$ cat src/rtl/switcher_pkg.sv
// Purpose: Shared constants and carriers for the switcher fault and auto-restart controller
// Assumes: Analog comparators deliver clean flags synchronous to i_ref_clk
// Notes on behaviour
// - Charge source on until supply reaches regulation or switching starts
// - Regulator off while external bias above regulation
// - Ignore current sense during turn-on blanking
// - Pseudo-random frequency from feedback and free oscillator
// - Any fault stops switching, auto-restart only
// - Regulate supply while protection timing runs
// - Count restart interval then disable regulator
// - At stop threshold clear protection, recharge supply
// - At start threshold resume switching, repeat cycle
// - Overload level held through delay is fault
// - Four abnormal current cycles raise fault
// - Thermal fault until temperature falls by hysteresis
// - Supply over-voltage raises fault, stops switching
// - Feedback below open-loop level raises fault
// - Open-loop guard disabled during soft-start
// - Permitted switch current ramps over soft-start
package switcher_pkg;

    // Clock rate and times
    localparam int unsigned CLK_HZ = 25_000_000;
    localparam int unsigned OVERLOAD_DELAY_MS = 40;
    localparam int unsigned RESTART_TIME_MS = 650;
    localparam int unsigned SOFT_START_MS = 10;
    localparam int unsigned BLANKING_TIME_NS = 200;
    localparam int unsigned SWITCH_FREQ_HZ = 50_000;
    localparam int unsigned OVERLOAD_CYCLES = OVERLOAD_DELAY_MS * (CLK_HZ / 1000);
    localparam int unsigned RESTART_CYCLES = RESTART_TIME_MS * (CLK_HZ / 1000);
    localparam int unsigned SOFT_START_CYCLES = SOFT_START_MS * (CLK_HZ / 1000);
    localparam int unsigned BLANKING_CYCLES =
        (BLANKING_TIME_NS * (CLK_HZ / 1_000_000) + 999) / 1000;
    localparam int unsigned PERIOD_CYCLES = CLK_HZ / SWITCH_FREQ_HZ;
    // Maximum duty: turn-on limit within the period
    localparam int unsigned MAX_ON_CYCLES = (PERIOD_CYCLES * 2) / 3;
    // Frequency dither span in clock cycles, split about the nominal period
    localparam int unsigned DITHER_SPAN = 32;
    // Abnormal current cycle count that trips
    localparam logic [1:0] ABN_TRIP_COUNT = 2'h3;
    // Soft-start current ramp width in bits
    localparam int unsigned RAMP_W = 4;
    localparam logic [15:0] LFSR_SEED = 16'hACE1;
    localparam logic [15:0] LFSR_TAPS = 16'hB400;

    // Phases of the supply and restart sequence
    typedef enum logic [4:0] {
        ST_CHARGE = 5'h01,
        ST_SOFT = 5'h02,
        ST_RUN = 5'h04,
        ST_PROTECT = 5'h08,
        ST_DECAY = 5'h10
    } phase_e;

    // Comparator flags from the analog front end
    typedef struct packed {
        logic supply_at_reg;       // Supply at or above 10 V regulation
        logic supply_above_reg;    // External bias holds supply above 10 V
        logic supply_start;        // Supply reached 8 V start threshold
        logic supply_stop;         // Supply fell to 7 V stop threshold
        logic supply_over;         // Supply above 24.5 V
        logic comp_overload;       // Compensation at 3 V
        logic feedback_low;        // Feedback below 0.5 V
        logic sense_trip;          // Current sense reached PWM level
        logic sense_abnormal;      // Sense above abnormal current level
        logic temp_hot;            // Junction above 135 C
        logic temp_cooled;         // Junction cooled by hysteresis
        logic feedback_dither;     // Feedback-derived random bit
    } front_flags_s;

    // Fault flags
    typedef struct packed {
        logic overload_guard;
        logic abnormal_overcurrent_guard;
        logic thermal_guard;
        logic supply_overvoltage_guard;
        logic open_loop_guard;
        logic supply_lockout;
    } fault_s;

endpackage

$ cat src/rtl/switcher_fault_autorestart_ctrl.sv
// Purpose: Switch gating, blanking, supply regulator control and fault auto-restart
// Assumes: All comparator flags are synchronous and glitch-free
// Notes: Long counts are parameters so simulation can shorten them
`timescale 1ns/100ps
module switcher_fault_autorestart_ctrl
    import switcher_pkg::*;
#(
    parameter int unsigned OVERLOAD_CNT = OVERLOAD_CYCLES,
    parameter int unsigned RESTART_CNT = RESTART_CYCLES,
    parameter int unsigned SOFT_START_CNT = SOFT_START_CYCLES,
    parameter int unsigned PERIOD_CNT = PERIOD_CYCLES,
    parameter int unsigned MAX_ON_CNT = MAX_ON_CYCLES,
    parameter int unsigned BLANK_CNT = BLANKING_CYCLES
) (
    // Clock, reset, enable
    input wire logic i_ref_clk,
    input wire logic i_rstn,
    input wire logic i_clk_en,
    // Analog front end flags
    input wire front_flags_s i_flags,
    // Power switch and supply control
    output logic o_switch_on,
    output logic o_sense_enable,
    output logic o_charge_current_source,
    output logic o_supply_regulator,
    output logic [RAMP_W-1:0] o_current_ramp,
    // Status
    output fault_s o_fault,
    output phase_e o_phase
);

    localparam int TW = 25;
    localparam int PW = 16;

    // Whole state of the block
    typedef struct packed {
        phase_e phase;
        logic [TW-1:0] timer;       // Soft-start or restart timer
        logic [TW-1:0] ovl_timer;   // Overload delay
        logic [PW-1:0] cyc;         // Position within switching period
        logic [PW-1:0] period;      // Length of current period
        logic [15:0] lfsr;          // Free-running dither source
        logic sw_on;
        logic cycle_abnormal;       // Abnormal level seen this cycle
        logic [1:0] abn_cnt;
        logic thermal_hold;
        fault_s fault;
        logic [RAMP_W-1:0] ramp;
        logic chg;
        logic reg_on;
    } state_s;

    state_s st_r;
    state_s st_nxt;

    logic blank_active;
    logic period_end;
    logic any_fault;
    logic switching;
    logic [PW-1:0] dither;

    // Helper terms
    assign blank_active = st_r.cyc < PW'(BLANK_CNT);
    assign period_end = st_r.cyc >= st_r.period - 16'h0001;
    assign switching = (st_r.phase == ST_SOFT) || (st_r.phase == ST_RUN);
    assign dither = {11'h000, st_r.lfsr[4:0] ^ {4'h0, i_flags.feedback_dither}};

    // Next-state logic
    always_comb begin
        logic [TW-1:0] ss_step;
        fault_s f;
        ss_step = TW'(SOFT_START_CNT / (1 << RAMP_W));
        f = '0;
        st_nxt = st_r;
        // Free-running oscillator keeps stepping in every phase
        st_nxt.lfsr = st_r.lfsr[0] ? ((st_r.lfsr >> 1) ^ LFSR_TAPS) : (st_r.lfsr >> 1);
        // Regulator off whenever external bias is above regulation
        st_nxt.reg_on = !i_flags.supply_above_reg;

        // Switching cycle timing
        if (switching) begin
            if (period_end) begin
                st_nxt.cyc = '0;
                // New period picked around the nominal frequency
                st_nxt.period = PW'(PERIOD_CNT - DITHER_SPAN / 2) + dither;
                st_nxt.sw_on = 1'b1;
                st_nxt.cycle_abnormal = 1'b0;
                // Counter clears on a cycle without abnormal current
                if (st_r.cycle_abnormal) begin
                    st_nxt.abn_cnt = st_r.abn_cnt + 2'h1;
                end else begin
                    st_nxt.abn_cnt = 2'h0;
                end
            end else begin
                st_nxt.cyc = st_r.cyc + 16'h0001;
                // Sense comparator only ends pulse past blanking
                if (st_r.sw_on && !blank_active && i_flags.sense_trip) begin
                    st_nxt.sw_on = 1'b0;
                end
                if (st_r.cyc >= PW'(MAX_ON_CNT)) begin
                    st_nxt.sw_on = 1'b0;
                end
                if (st_r.sw_on && !blank_active && i_flags.sense_abnormal) begin
                    st_nxt.cycle_abnormal = 1'b1;
                end
            end
        end else begin
            st_nxt.cyc = '0;
            st_nxt.sw_on = 1'b0;
        end

        // Overload delay restarts whenever the level drops
        if (switching && i_flags.comp_overload) begin
            if (st_r.ovl_timer < TW'(OVERLOAD_CNT)) begin
                st_nxt.ovl_timer = st_r.ovl_timer + 1'b1;
            end
        end else begin
            st_nxt.ovl_timer = '0;
        end

        // Thermal hold released only after cooling
        if (i_flags.temp_hot) begin
            st_nxt.thermal_hold = 1'b1;
        end else if (i_flags.temp_cooled) begin
            st_nxt.thermal_hold = 1'b0;
        end

        // Fault detection while switching
        f.overload_guard = st_r.ovl_timer >= TW'(OVERLOAD_CNT);
        f.abnormal_overcurrent_guard = period_end && st_r.cycle_abnormal
            && (st_r.abn_cnt == ABN_TRIP_COUNT);
        f.thermal_guard = i_flags.temp_hot || st_r.thermal_hold;
        f.supply_overvoltage_guard = i_flags.supply_over;
        // Open-loop guard blind during soft-start
        f.open_loop_guard = i_flags.feedback_low && (st_r.phase == ST_RUN);
        f.supply_lockout = i_flags.supply_stop;
        any_fault = |f;

        // Supply and auto-restart sequence
        case (st_r.phase)
            ST_CHARGE: begin
                // Charge until regulation reached
                st_nxt.chg = !i_flags.supply_at_reg;
                st_nxt.timer = '0;
                st_nxt.ramp = '0;
                if (i_flags.supply_start && !f.thermal_guard && !i_flags.supply_over) begin
                    st_nxt.phase = ST_SOFT;
                    st_nxt.fault = '0;
                end
            end
            ST_SOFT, ST_RUN: begin
                st_nxt.chg = 1'b0;
                if (any_fault) begin
                    // Stop at once, latch cause for status
                    st_nxt.phase = ST_PROTECT;
                    st_nxt.fault = f;
                    st_nxt.sw_on = 1'b0;
                    st_nxt.timer = '0;
                end else if (st_r.phase == ST_SOFT) begin
                    st_nxt.timer = st_r.timer + 1'b1;
                    // Current limit climbs in equal steps
                    if (st_r.timer >= ss_step * TW'(st_r.ramp + 1'b1)
                            && st_r.ramp != '1) begin
                        st_nxt.ramp = st_r.ramp + 1'b1;
                    end
                    if (st_r.timer >= TW'(SOFT_START_CNT)) begin
                        st_nxt.phase = ST_RUN;
                        st_nxt.ramp = '1;
                    end
                end
            end
            ST_PROTECT: begin
                // Supply held at regulation while timing runs
                st_nxt.chg = 1'b0;
                st_nxt.timer = st_r.timer + 1'b1;
                if (st_r.timer >= TW'(RESTART_CNT - 1)) begin
                    st_nxt.phase = ST_DECAY;
                    st_nxt.timer = '0;
                end
            end
            ST_DECAY: begin
                st_nxt.chg = 1'b0;
                st_nxt.reg_on = 1'b0;
                if (i_flags.supply_stop) begin
                    // Protection cleared, recharge from drain
                    st_nxt.phase = ST_CHARGE;
                    st_nxt.chg = 1'b1;
                    st_nxt.abn_cnt = 2'h0;
                end
            end
            default: begin
                st_nxt.phase = ST_CHARGE;
            end
        endcase
    end

    // State register with clock enable
    always_ff @(posedge i_ref_clk) begin
        if (!i_rstn) begin
            st_r <= '{phase: ST_CHARGE, lfsr: LFSR_SEED, chg: 1'b1, reg_on: 1'b1,
                      period: PW'(PERIOD_CNT), default: '0};
        end else if (i_clk_en) begin
            st_r <= st_nxt;
        end
    end

    // Outputs from flip-flops
    assign o_switch_on = st_r.sw_on && switching;
    assign o_sense_enable = st_r.sw_on && !blank_active;
    assign o_charge_current_source = st_r.chg;
    assign o_supply_regulator = st_r.reg_on && (st_r.phase != ST_DECAY);
    assign o_current_ramp = st_r.ramp;
    assign o_fault = st_r.fault;
    assign o_phase = st_r.phase;

endmodule

$ cat config.mk
export PLATFORM = sky130hd
export DESIGN_NAME = switcher_fault_autorestart_ctrl
export DESIGN_NICKNAME = d
export VERILOG_FILES = /design/src/rtl/switcher_pkg.sv /design/src/rtl/switcher_fault_autorestart_ctrl.sv
export SDC_FILE = /design/constraint.sdc
export NUM_CORES = 1
export LEC_CHECK = 0
export BUFFER_PORTS_ARGS = -buffer_cell sky130_fd_sc_hd__buf_2
export CAP_MARGIN = 20
export CORE_MARGIN = 1
export CORE_UTILIZATION = 40
export DETAILED_ROUTE_END_ITERATION = 12
export PLACE_DENSITY_LB_ADDON = 0.08
export SLEW_MARGIN = 20
export SYNTH_ARGS = -nofsm -noshare
export SYNTH_HDL_FRONTEND = slang
export SYNTH_SLANG_ARGS = --single-unit
$ cat constraint.sdc
create_clock -name i_ref_clk -period 7.5 [get_ports i_ref_clk]
set_input_delay 1.125 -clock i_ref_clk [delete_from_list [all_inputs] [get_ports i_ref_clk]]
set_output_delay 1.125 -clock i_ref_clk [all_outputs]
set_load 0.03 [all_outputs]
# Yosys cells after proc, flatten, opt, wreduce, memory -nomap -nowiden
# Cells that the tools add are included.
# word_totals
ff_bits	120
latch_bits	0
ramBits	0
mem_bits_ro	0
inputBits	15
elab_cells	129
memories	0
# op_classes
n_addsub	8
mul	1
div_mod_pow	0
n_lt_le_gt_ge	8
eq_ne	18
shift	0
muxes	37
n_bitwise	2
n_reduce_logical	36
# ops
op	n
30-bit two-way mux	3
25-bit case mux with 3 select lines	1
25-bit by 1-bit adder with 25-bit output, second input constant	2
25-bit two-way mux	2
16-bit two-way mux	3
25-bit by 18-bit >= comparator with 1-bit output, second input constant	1
25-bit by 19-bit >= comparator with 1-bit output	1
25-bit by 20-bit >= comparator with 1-bit output, second input constant	1
25-bit by 24-bit >= comparator with 1-bit output, second input constant	1
25-bit by 20-bit less-than comparator with 1-bit output, second input constant	1
10-bit case mux with 2 select lines	1
5-bit case mux with 4 select lines	1
14-bit by 5-bit multiplier with 19-bit output, first input constant	1
16-bit by 1-bit adder with 16-bit output, second input constant	1
16-bit >= comparator	1
16-bit by 9-bit >= comparator with 1-bit output, second input constant	1
16-bit by 3-bit less-than comparator with 1-bit output, second input constant	1
4-bit two-way mux	4
16-bit by 1-bit subtractor with 16-bit output, second input constant	1
5-bit two-way mux	3
1-bit logical AND	12
2-bit two-way mux	6
6-bit two-way mux	2
2-bit != test, second input constant	6
30 further kinds	53

# Logic depth before layout (Yosys ltp)
# Gate-level depths: netlist (run 1).
# depth
word_depth	10
mapped_depth	24
ltp_nobuf	23

# Worst setup path before layout (run 1)
# Ideal clock, no wire load.
# synth_timing
kind	register -> register
from	reg st_r, in the netlist o_current_ramp[0]
to	reg st_r, in the netlist o_current_ramp[0]
setup_time_ps	128
arrival_time_ps	5194
slack_ps	2179
path_stages_with_launch	24
path_cell_list	dfxtp_1 > ha_1 > and3_1 > clkbuf_1 > ha_1 > inv_1 > fa_1 > fa_1 > inv_1 > ha_1 > and4_1 > a221o_1 > o41ai_2 > o21bai_1 > a21oi_1 > xnor2_1 > ha_1 > and3_1 > nand4_1 > a21oi_1 > o22ai_1 > a221oi_4 > mux2i_1 > nor2_1
# synth_between
elab_chain_len	6
word_cells_on_any_way	13
classes_between	add/sub (2); mul (1); order compare (1); eq/ne (2); mux (5); reduce/logical (2)
# synth_rtl
element	line_no	text
from (decl)	switcher_fault_autorestart_ctrl.sv:53	state_s st_r;
from (signal assigned)	switcher_fault_autorestart_ctrl.sv:200	st_r <= '{phase: ST_CHARGE, lfsr: LFSR_SEED, chg: 1'b1, reg_on: 1'b1,
from (signal assigned)	switcher_fault_autorestart_ctrl.sv:203	st_r <= st_nxt;
4-bit by 1-bit adder with 5-bit output / 4-bit by 1-bit adder with 4-bit output (equally long branches)	switcher_fault_autorestart_ctrl.sv:162, switcher_fault_autorestart_ctrl.sv:164	
14-bit by 5-bit multiplier with 19-bit output / 4-bit two-way mux (equally long branches)	switcher_fault_autorestart_ctrl.sv:162	if (st_r.timer >= ss_step * TW'(st_r.ramp + 1'b1)
25-bit by 19-bit >= comparator with 1-bit output / 4-bit two-way mux (equally long branches)	switcher_fault_autorestart_ctrl.sv:162, switcher_fault_autorestart_ctrl.sv:166	
1-bit logical AND / 4-bit two-way mux (equally long branches)	switcher_fault_autorestart_ctrl.sv:163, switcher_fault_autorestart_ctrl.sv:159	
3-bit != test (no source line) / 4-bit two-way mux (equally long branches)	--	
5-bit AND reduction (no source line) / 10-bit case mux with 2 select lines (equally long branches)	--	
# Several ways; a longest one is shown, not always the timed one. The select of a mux whose other input is x is not followed.
# A chain may end at the register's enable or synchronous reset.

# Worst setup path after layout (run 1)
# layout_timing
from	reg st_r, in the netlist o_current_ramp[0]
to	reg st_r, in the netlist o_current_ramp[3]
# Same word-level chain as after synthesis.

==> flow_results.org, run 1 <==
** Outcome
- Outcome :: completed

** Yosys
- By area the synthesized netlist is led by dfxtp_1 (30%), ha_1 (12%), nor2_1 (5.1%), nand2_1 (4.6%), a21oi_1 (4.1%).
- Post-Synth Simple-Gate Area :: 25.4%
- Synthesis-stage register bit count :: 112
- Async SR Flop Fraction :: 0%
- After technology mapping, the gate count stands at 947.
- Most numerous cell in the Yosys netlist :: dfxtp_1
- The mapped netlist covers 7550 µm².
- Synthesized area per cell :: 7.97 µm²
- Complex-gate fraction of the synthesized area :: 17.2%
- Yosys Warn Count :: 0
- Share of Yosys cell area claimed by the top area cell type :: between 20% and 30%
- The most used flip-flop cell after synthesis is dfxtp_1.
- Share of synthesized cell area in full adder, half adder and majority cells :: 14.0%
- Mux contribution to synthesized area :: under 10%
- Seq/Total Area, Yosys :: 29.7%
- Summed over all instances, the cell type with the most area after synthesis is dfxtp_1.
- Xor/xnor cell area share of the yosys netlist :: 4.87%
- Commonest cells post-synth :: dfxtp_1 (112), nor2_1 (103), nand2_1 (93)
- After synthesis, the largest family of logic cells by area is simple AND/OR/NAND/NOR gates.
- When the netlist entered floorplanning its net count stood at 1042.
- In this run, synthesis inferred 0 flip-flops with an integrated enable.
- Count of distinct cell types in the synthesized netlist :: 70

** Clocking
- Total number of clock tree sinks :: 112
- TritonCTS built the clock tree.
- For the worst-skew pair, the clock arrives at the later sink with an insertion delay of ~360 ps.
- Count of hold buffers inserted by post-cts repair :: 0
- The tree is rooted in a clkbuf_16.
- TritonCTS buffer count :: 9
- Maximum buffer depth of the clock tree :: 2
- The number of setup buffers added after CTS is 0.
- The clock tree synthesis step divided the H-tree into 3 levels.
- Number of resized instances in the post-cts repair step :: 0
- Clock-pin slew was measured on the worst setup and hold paths at 70 ps.

** Setup path
- STA classifies the critical path endpoint as a flip-flop.
- Largest stage delay, worst path :: 650 ps
- Required time at the worst-slack endpoint :: 7770 ps
- In this run the worst path has a maximum fanout of 12.
- CP Launch Type :: flip-flop
- In this design, the critical path's most frequently occurring cell is ha_1.
- By startpoint and endpoint, the worst setup path is classified as reg2reg.
- Slowest stage cell on the critical path :: dfxtp_1
- Sequence of cells on the critical path :: ha_1 -> xnor2_1 -> inv_1 -> ha_1 -> inv_1 -> fa_1 -> fa_1 -> inv_1 -> ha_1 -> and4_1 -> a221o_1 -> o41ai_2 -> o21bai_1 -> a21oi_1 -> xnor2_1 -> ha_1 -> and3_1 -> nand4_1 -> a21oi_1 -> o22ai_1 -> a221oi_4 -> a21oi_1 -> a211oi_1
- Worst EP arrival :: just over 6000 ps

** Detailed routing
- Summed over all layers, the routed wires come to 18600 µm.
- Before antenna repair, the detailed router went through 6 iterations.
- Total vias in the final route :: ~6.4k
- Dividing the detail-routed wire length by the instance count gives 15.7 µm.
- Vias per cell :: approximately 5.5
- Number of DRC violations after detailed-routing iteration 0 :: ~390
- Number of nets with antenna violations after detailed routing :: 0
- For this run, design rule violations remaining after detail routing come to 0.

** Floorplan
- I/O pins :: 34
- The floorplan step defined a die boundary enclosing 19400 µm².
- The floorplan has 49 rows.
- Die Span X :: approximately 140 µm
- Starting utilization of the core area :: about two fifths
- The floorplan step defined a core boundary enclosing 18200 µm².
- The floorplan step set the die height to approximately 140 µm.

** Timing
- Setup repair after global routing left no endpoint under its margin.
- For the final routed database, the setup TNS stands at 0 ps.
- Shortest period the worst path allows :: around 6000 ps
- Final setup violation count :: 0
- For the pin with the worst max-slew slack, the measured transition is 898 ps.
- Final setup margin :: 1570 ps
- Number of max-slew violations in the final report :: 0
- Layout Skew :: 11.7 ps
- Hold violation total from the final report :: 0
- Final critical-path share of the clock period :: 79.1%
- Slew HR :: 39.9%
- Highest attainable clock frequency :: ~170 MHz

** Finish
- Fill cell instance count of the final layout :: 1857
- Register Area :: 2240 µm²
- Fraction of the core area covered by cells at the end of the flow :: 44.4%
- Final nets :: 1043
- Syn-to-layout area delta :: 7.08%
- Area occupied by multi-input gates :: just under 5000 µm²
- Count of placed standard cells in the final layout, fillers left out :: 1182
- Antenna diode count :: 0
- Share of post-route cells with drive strength above 1 :: slightly below 8%

** Power
- Reported leakage power :: 0.00315 µW
- In this run the power spent charging and discharging nets is 319 µW.
- Post-layout power :: between 1000 and 1500 µW
- VDD sags by at most 0.000113 V.
- Switching part of the total :: about 26%
- The share of total power dissipated in the clock network is 40.8%.
- Per report_power, the combinational group accounts for 9.3% of the total.
- Total power density per cell area :: ~150 nW/µm²
- Cell internal power was estimated by the tool at 914 µW.
- Share of power burned in registers :: 49.9%

** GRT
- After global routing the overflow that remains totals 0.
- GRT Util Overall :: between 20% and 30%
- Global-route wire length before repair :: around 31000 µm
- Vias in the first global route :: around 6.1k
- Entering global routing, the biggest net connects 49 pins.
- The number of antenna violations at the first check in global routing is 0.

** Placed design
- The count of buffers added on input and output ports is 33.
- Placed Instances :: 1166
- Half-perimeter wire length of the detailed placement result :: 13600 µm
- At the placement stage, the worst setup path has a slack of 1540 ps.
- Gp weighted congestion :: 0.805

** Run
- Across the run, the number of max-cap violations was 0.

** Hold path
- Classification of the worst-slack hold path :: reg2reg
metal layers:
metal | vias to the layer above | global-route usage (%) | share of wire [%]
li1 | 3360 | - | -
met1 | 2999 | 28.4 | 53
met2 | 75 | 31.5 | 43
met3 | 11 | 2.79 | 2.6
met4 | 0 | 5.44 | 1.4
met5 | - | 0 | 0
registers in the layout, summed over array words and instances, names as in the netlist:
signal,cells
o_fault,6
o_current_ramp,4
st_r,96
o_phase,5
o_charge_current_source,1
placed cells by master (no fill, tap or decap), types with 31 or more instances in the layout:
cell     synthesis  layout
dfxtp_1        112     112
nor2_1         103     103
nand2_1         93      93
ha_1            74      74
a21oi_1         62      62
inv_1           50      50
o21ai_0         50      50
nand3_1         36      36
buf_2            6      33
nor3_1          31      31
critical path, delay by kind of cell, from the launching register on:
kind                     cells  cell delay [ps]
buffers and inverters        3              300
XOR/XNOR                     2              270
AO/OA/AOI/OAI                9             1930
flip-flops                   1              650
AND/OR/NAND/NOR              3              490
adder cells (fa/ha/maj)      6             2210
stage by stage:
step	area, µm²	hold WS [ps]
2_1_floorplan	7550	436
3_3_place_gp	7780	455
3_5_place_dp	7780	457
4_1_cts	8080	475
5_1_grt	8080	489
6_report	8080	469
power by group through the flow:
stage	logic, µW	registers [µW]	clock network [µW]
floorplan	92.9	624	0
global placement	114	629	0
detailed placement	115	629	0
CTS	115	615	521
global route	128	617	542
finish	114	615	503
worst paths after layout:
path,startpoint,depth (start not counted),end,slack [ps]
min reg2reg,st_r[0],2,st_r[0],470
min,st_r[0],2,st_r[0],470
max reg2reg,o_current_ramp[0],23,o_current_ramp[3],1570
max,o_current_ramp[0],23,o_current_ramp[3],1570
logic make-up after synthesis:
kind of cell | Yosys count
AO/OA/AOI/OAI | 200
XOR/XNOR | 42
adder cells (fa/ha/maj) | 81
buffers and inverters | 100
flip-flops | 112
multiplexers | 21
AND/OR/NAND/NOR | 391
cell type report:
type | count | area share [%]
Sequential cell | 112 | 27.7
Clock inverter | 6 | 0.805
Clock buffer | 10 | 2.96
Multi-Input combinational cell | 735 | 60.0
Tap cell | 229 | 3.55
Timing Repair Buffer | 38 | 2.51
Inverter | 52 | 2.42
(Power assumes the default switching activity.)
==> run 2: changes to the inputs <==
==> constraint.sdc (replaced) <==
create_clock -name i_ref_clk -period 5.4 [get_ports i_ref_clk]
set_input_delay 0.81 -clock i_ref_clk [delete_from_list [all_inputs] [get_ports i_ref_clk]]
set_output_delay 0.81 -clock i_ref_clk [all_outputs]
set_load 0.03 [all_outputs]
==> run 2 against run 1 <==
  * Register-to-register slack worse by 1400 ps
  * Largest power group unchanged
  * Wire length up 1.3%
  * Power up 34%
  * Non-clock buffer count grew 17
  * Setup slack lost 1400 ps
  * Critical path type unchanged
  * Maximum frequency grew 13%
==> flow_results.org, run 2 (same netlist as run 1, synthesis figures left out) <==
** Outcome
- Outcome :: completed

** GRT
- The number of antenna violations at the first check in global routing is 0.
- The via count of the first global-routing pass came to 6151.
- GRT Util Overall :: between 15 and 20%
- Entering global routing, the biggest net connects 48 pins.
- Sum of overflow across all layers after global routing :: 0
- The first global-routing pass estimated roughly 32000 µm of wire.

** Setup path
- Largest stage delay, worst path :: 520 ps
- Worst reg2reg startpoint :: o_current_ramp[1]
- Startpoint-to-endpoint class of the critical path :: reg2reg
- Critical path peak fanout :: 5
- Worst EP arrival :: 5420 ps
- Gate family responsible for the most delay along the worst path :: adder cells
- STA classifies the critical path endpoint as a flip-flop.
- In this run the critical register-to-register path is captured at o_current_ramp[1].
- For flop-to-flop paths, the worst setup slack is 170 ps.
- The largest individual stage delay along the critical path comes from the cell fa_1.
- The signal on the critical path passes through ha_4 -> xnor2_4 -> inv_2 -> ha_4 -> inv_2 -> fa_1 -> fa_1 -> inv_2 -> ha_4 -> and4_1 -> a221o_1 -> o41ai_4 -> o21bai_1 -> a21oi_1 -> xnor2_1 -> ha_1 -> and3_4 -> nand4_1 -> a21oi_2 -> o22ai_2 -> a221oi_4 -> mux2i_1 -> nor2_1.
- STA puts the critical path data required time at 5600 ps.
- The number of buffers and inverters on the critical path is 3.
- The number of cells on the worst reg-to-reg path is 23.
- The worst setup path is launched from a flip-flop.

** Detailed routing
- The detailed router finished its first iteration with 328 violations.
- For this run, the detailed router's first-pass iteration total came to 4.
- Detailed routing inserted a total of 6510 vias.
- Number of nets with antenna violations after detailed routing :: 0
- Vias per cell :: 5.43
- For this run, design rule violations remaining after detail routing come to 0.
- Final routed wirelength across all metal layers :: 18800 µm
- After detailed routing, the average wire length per cell comes to 15.7 µm.

** Power
- The analysis attributes to cell leakage a power of 0.00325 µW.
- Worst vdd rail ir drop :: 0.000135 V
- Dividing total power by cell area gives a power density of 198 nW/µm².

** Run
- The tool flagged a number of max-cap violations equal to 0.

** Timing
- Shortest period the worst path allows :: around 5200 ps
- Setup violations remaining at the end of the flow were counted as 0.
- Slew HR :: 40.4%
- Layout Skew :: approximately 14 ps
- Setup repair after global routing could not meet its margin everywhere.
- The total count of hold-check failures in the final report is 0.
- For the pin with the worst max-slew slack, the measured transition is 891 ps.
- For this run, the top clock speed supported by timing is approximately 190 MHz.
- After layout, the worst path uses 96.8% of the clock period.
- Number of max-slew violations in the final report :: 0
- For the final routed database, the setup TNS stands at 0 ps.

** Placed design
- Gp weighted congestion :: roughly 0.82
- Count of input and output buffers :: 33
- Detailed placement ended at an HPWL of 13800 µm.

** Clocking
- Clock latency on the worst-skew pair :: between 300 and 400 ps
- TritonCTS buffer count :: 9
- After clock tree synthesis, the clock-pin slew on the worst setup and hold paths is about 70 ps.
- The longest clock path from root to sink contains 2 buffers.
- TritonCTS clock tree :: built
- Max H-tree Level :: 3
- The clock drives 112 sinks.
- In this run, post-CTS hold repair placed 0 buffers.
- Clock tree synthesis selected as its root buffer the cell clkbuf_16.

** Hold path
- Worst hold endpoint :: st_r[23]
- The worst hold path begins at st_r[23].
- Classification of the worst-slack hold path :: reg2reg
- Along the worst hold path, the cell count comes to 2.

** Floorplan
- Number of rows in the core area :: between 40 and 50
- For this design the top-level I/O count stands at 34.
- The die covers between 15000 and 20000 µm².
- Die extent in y :: between 100 and 150 µm
- Area of the core region :: 18200 µm²
- Starting utilization of the core area :: about two fifths
- Die Span X :: 139 µm

** Finish
- The multi-input combinational cells in the finished layout cover a total of about 5000 µm².
- Number of flip-flops in the largest register :: 96
- Antenna diode count :: 0
- The post-route netlist has a little under an eighth of its cells at a drive strength greater than 1.
- Leaving out fill and tap cells, the most frequent cells in the layout are dfxtp_1 (108), nor2_1 (102), nand2_1 (93), ha_1 (68), a21oi_1 (61).
- Register Area :: 2250 µm²
- The library cell used most frequently in the layout, excluding fill and tap cells, is dfxtp_1.
- Final nets :: 1060
- More flip-flops sit in one register than any other, and that register is st_r.
- The area growth from synthesis to layout is 10.7%.
- Fraction of the core area covered by cells at the end of the flow :: 45.9%
- Fill cells in the final layout number 1822.
run 2: worst max-delay path by stage:
| stage | startpoint | end | slack (ps) | cells after the start |
|---|---|---|---|---|
| after global placement | o_current_ramp[1] | o_current_ramp[1] | 90 | 23 |
| after detailed placement | o_current_ramp[1] | o_current_ramp[1] | -100 | 23 |
| after CTS | o_current_ramp[1] | o_current_ramp[1] | 2 | 23 |
| after global routing | o_current_ramp[1] | o_current_ramp[1] | -90 | 23 |
| after floorplan | o_current_ramp[0] | o_current_ramp[0] | 80 | 23 |
| final | o_current_ramp[1] | o_current_ramp[1] | 170 | 23 |
run 2: tightest hold or removal path, cell delays in order, from the launching register on:
cell and delay, ps:
dfxtp_1 330, mux2i_1 60, nand2_1 60
run 2: through the flow:
step | total power [µW] | hold slack [ps] | instances | setup WS (ps) | cell area [µm²]
6_report | 1650 | 474 | 1199 | 171 | 8360
3_3_place_gp | 1030 | 454 | 1176 | 88.7 | 7850
3_5_place_dp | 1030 | 456 | 1176 | -104 | 7850
4_1_cts | 1680 | 477 | 1194 | 1.66 | 8160
5_1_grt | 1730 | 507 | 1199 | -90.5 | 8360
2_1_floorplan | 995 | 436 | 947 | 78.8 | 7550
run 2: cell type report:
type / instances / share of cell area, %
sequential: 112 / 26.9
clock buffer: 12 / 2.95
clock inverter: 4 / 0.344
timing repair buffer: 55 / 4.09
multi-input combinational: 735 / 59.9
inverter: 52 / 2.34
tap: 229 / 3.43
run 2: timing repair:
item,CTS,global route
setup buffers,2,5
pin swaps,5,20
endpoints found under the setup margin,4,4
hold endpoints to repair,0,0
resized for setup,1,28
run 2: power by group:
part / internal, µW / total, µW / switching (µW)
combinational: 57.8 / 162 / 104
sequential: 838 / 854 / 15.7
clock: 328 / 638 / 310
total: 1220 / 1650 / 430
run 2: layer usage:
metal	routed length, µm	share of wire [%]	track usage (%)
met5	0	0	0
met4	90	0.48	4.21
met3	640	3.4	3.13
met2	8300	44	32.0
met1	9790	52	28.2
==> run 3: changes to the inputs <==
--- a/config.mk
+++ b/config.mk
@@ -7,7 +7,7 @@
 export LEC_CHECK = 0
 export BUFFER_PORTS_ARGS = -buffer_cell sky130_fd_sc_hd__buf_2
 export CAP_MARGIN = 20
-export CORE_MARGIN = 1
+export CORE_MARGIN = 2
 export CORE_UTILIZATION = 40
 export DETAILED_ROUTE_END_ITERATION = 12
 export PLACE_DENSITY_LB_ADDON = 0.08
==> constraint.sdc (replaced) <==
create_clock -name i_ref_clk -period 5.4 [get_ports i_ref_clk]
set_input_delay 1.35 -clock i_ref_clk [delete_from_list [all_inputs] [get_ports i_ref_clk]]
set_output_delay 1.35 -clock i_ref_clk [all_outputs]
set_load 0.03 [all_outputs]
==> run 3 against run 2 <==
  * Setup slack better by 40 ps
  * Sequential cell count unchanged
  * Utilization down 0.55 points
  * Global-route usage down 0.75 points
  * Highest routed layer unchanged
  * Critical endpoint is now o_current_ramp[3]
  * Design area up 0.81%
  * Count of clock-buffer cells in the layout down 2
  * Power up 2.9%
  * Largest cell class unchanged
==> flow_results.org, run 3 (same netlist as run 1, synthesis figures left out) <==
** Clocking
- Clock transition time at the flip-flop clock pins of the worst setup and hold paths :: 70 ps
- Maximum buffer depth of the clock tree :: 2
- For this design, the CTS-stage hold fixing added 0 buffers.
- Total number of clock tree sinks :: 112
- Buffer type at the clock tree root :: clkbuf_16
- TritonCTS built the clock tree.
- Clock tree synthesis inserted a total of 9 buffers.
- Max H-tree Level :: 3
- Clock latency on the worst-skew pair :: 360 ps

** Power
- For this design the ratio of total power to cell area is between 200 and 250 nW/µm².
- Reported leakage power :: ~0.0033 µW
- IR analysis of the VDD net gives a maximum drop of 0.000154 V.

** Detailed routing
- After detailed routing, the number of remaining DRC violations is 0.
- Using the TritonRoute via totals, the vias-per-cell ratio works out to 5.42.
- Dividing the detail-routed wire length by the instance count gives 15.7 µm.
- Wire segments on met2 add up to 8410 µm in the final route.
- Once detail routing completed, the nets flagged for antenna violations numbered 0.
- Final routed wirelength across all metal layers :: 19000 µm
- Wire length on met1 :: 9750 µm
- In this run the top signal layer used is met4.
- Before antenna repair, the detailed router went through 4 iterations.
- Total vias in the final route :: 6548
- The first routing iteration left 372 violations.
- Detailed routing placed a total of 520 µm of wire on met3.

** Placed design
- Detailed placement ended at an HPWL of 13800 µm.
- Including well taps, the total number of placed cells is roughly 1.2k.
- Input and output buffers added on the ports amount to 33.
- At the end of routability-driven placement, the weighted congestion stood at 0.814.

** Setup path
- At the worst endpoint, the required time is 5660 ps.
- The slowest stage of the critical path belongs to the cell fa_1.
- For the worst setup path, the data arrival time is roughly 5500 ps.
- STA classifies the critical path endpoint as a flip-flop.
- Critical path peak fanout :: 5
- The signal on the critical path passes through ha_4 -> xnor2_4 -> inv_2 -> ha_4 -> inv_2 -> fa_1 -> fa_1 -> inv_2 -> ha_4 -> and3_1 -> a221o_1 -> o41ai_4 -> o21bai_1 -> a21oi_2 -> xnor2_1 -> ha_1 -> and3_4 -> nand4_1 -> a21oi_2 -> o22ai_2 -> a221oi_4 -> a21oi_1 -> a211oi_1.
- The cell family contributing the most delay on the critical path is compound AO/OA/AOI/OAI gates.
- STA classifies the critical path startpoint as a flip-flop.
- The largest single stage delay on the critical path is 510 ps.
- Startpoint-to-endpoint class of the critical path :: reg2reg
- Together, buffers and inverters on the worst path number 3.

** GRT
- Global routing finished with a remaining overflow of 0.
- Initial antenna violation count :: 0
- Global-route wire length before repair :: 31300 µm
- GRT Util Overall :: about a fifth
- The via count of the first global-routing pass was 6288.
- Pin count of the biggest net entering global routing :: 48

** Timing
- Layout Skew :: 11.2 ps
- In this run the tightest slew margin relative to its limit is 30.3%.
- Shortest period the worst path allows :: ~5200 ps
- Sum of negative setup slack :: 0 ps
- Number of max-slew violations in the final report :: 0
- At the pin with the least slew margin, the transition time is 1040 ps.
- Highest attainable clock frequency :: 193 MHz
- Hold violation total from the final report :: 0
- Setup violations remaining at the end of the flow were counted as 0.
- Of the available clock period, the critical path in the final layout requires 96.1%.

** Finish
- In the final layout, the share of cells above drive strength 1 is around 12%.
- Fill cells in the final layout number between 1.5k and 2k.
- The final layout contains 1065 nets.
- Count of placed standard cells in the final layout, fillers left out :: 1208
- Leading cell types in the layout, fill and taps excluded :: dfxtp_1 (109), nor2_1 (103), nand2_1 (93), ha_1 (66), a21oi_1 (60)
- Leaving out fill and tap cells, the most frequent cell in the layout is dfxtp_1.
- Area occupied by multi-input gates :: between 5000 and 6000 µm²
- The area growth from synthesis to layout is 11.6%.
- Number of flip-flops in the largest register :: 96
- Registers take 2250 µm².
- Largest register by flop count :: st_r
- 0 antenna diodes ended up in the layout.

** Floorplan
- Number of rows in the core area :: 50
- Die Span X :: 141 µm
- I/O pins :: 34
- Full die area :: ~20000 µm²
- The floorplan step set the die height to between 100 and 150 µm.
- Once the floorplan was initialized, standard cells occupied 40.6% of the core.
- Area of the core region :: 18600 µm²

** Hold path
- In this run the worst hold path is classified as reg2reg.

** Run
- Across the run, the number of max-cap violations was 0.

** Outcome
- The flow ran to the end, and the final reports show no timing, DRC or antenna violations.
## run 3: cell count changes in the layout (fill, tap and decap cells not counted), sizes merged
cell	before	now
buf	55	60
clkbuf	12	10
bufinv	0	1
clkinv	2	3
clkinvlp	2	1
## run 3: path summary, 6_finish.rpt
kind,start,slack [ps],endpoint,cells after the start
worst max register to register,o_current_ramp[1],210,o_current_ramp[3],23
worst min-delay path,st_r[22],470,st_r[22],2
worst max-delay path,o_current_ramp[1],210,o_current_ramp[3],23
worst min register to register,st_r[22],470,st_r[22],2
## run 3: layer usage
metal / GRT usage, % / vias to the layer above
met5: 0 / -
met1: 27.1 / 3046
met3: 2.77 / 17
met4: 5.63 / 0
li1: - / 3403
met2: 30.7 / 82
## run 3: power by group
part / total (µW) / switching (µW) / internal, µW
registers: 854 / 15.8 / 838
clock network: 685 / 315 / 371
logic: 163 / 104 / 58.2
total: 1700 / 435 / 1270
## run 3: stage by stage
stage	setup slack, ps	area, µm²	utilization [%]	power [µW]	hold WS (ps)
after global placement	114	7860	42.3	1030	452
after CTS	4.96	8180	44.0	1730	479
after global routing	-23.4	8420	45.3	1770	502
after detailed placement	-57.8	7860	42.3	1030	462
after floorplan	78.8	7550	-	995	436
final	211	8420	45.3	1700	472
## run 3: area by class of cell
cell class                      instances  area share [%]
Sequential cell                       112            26.7
Timing Repair Buffer                   60            4.46
Clock buffer                           10            2.84
Inverter                               52            2.32
Tap cell                              234            3.48
Clock inverter                          5           0.668
Multi-Input combinational cell        735            59.6
## run 3: timing repair
action | in CTS | in global routing
setup buffers | 2 | 10
resized for setup | 3 | 26
setup endpoints to repair | 4 | 4
pin swaps | 3 | 19
## run 3: tightest hold or removal path: stages, from the launching register on
cell and delay, ps:
dfxtp_1 330, mux2i_1 60, nand2_1 60
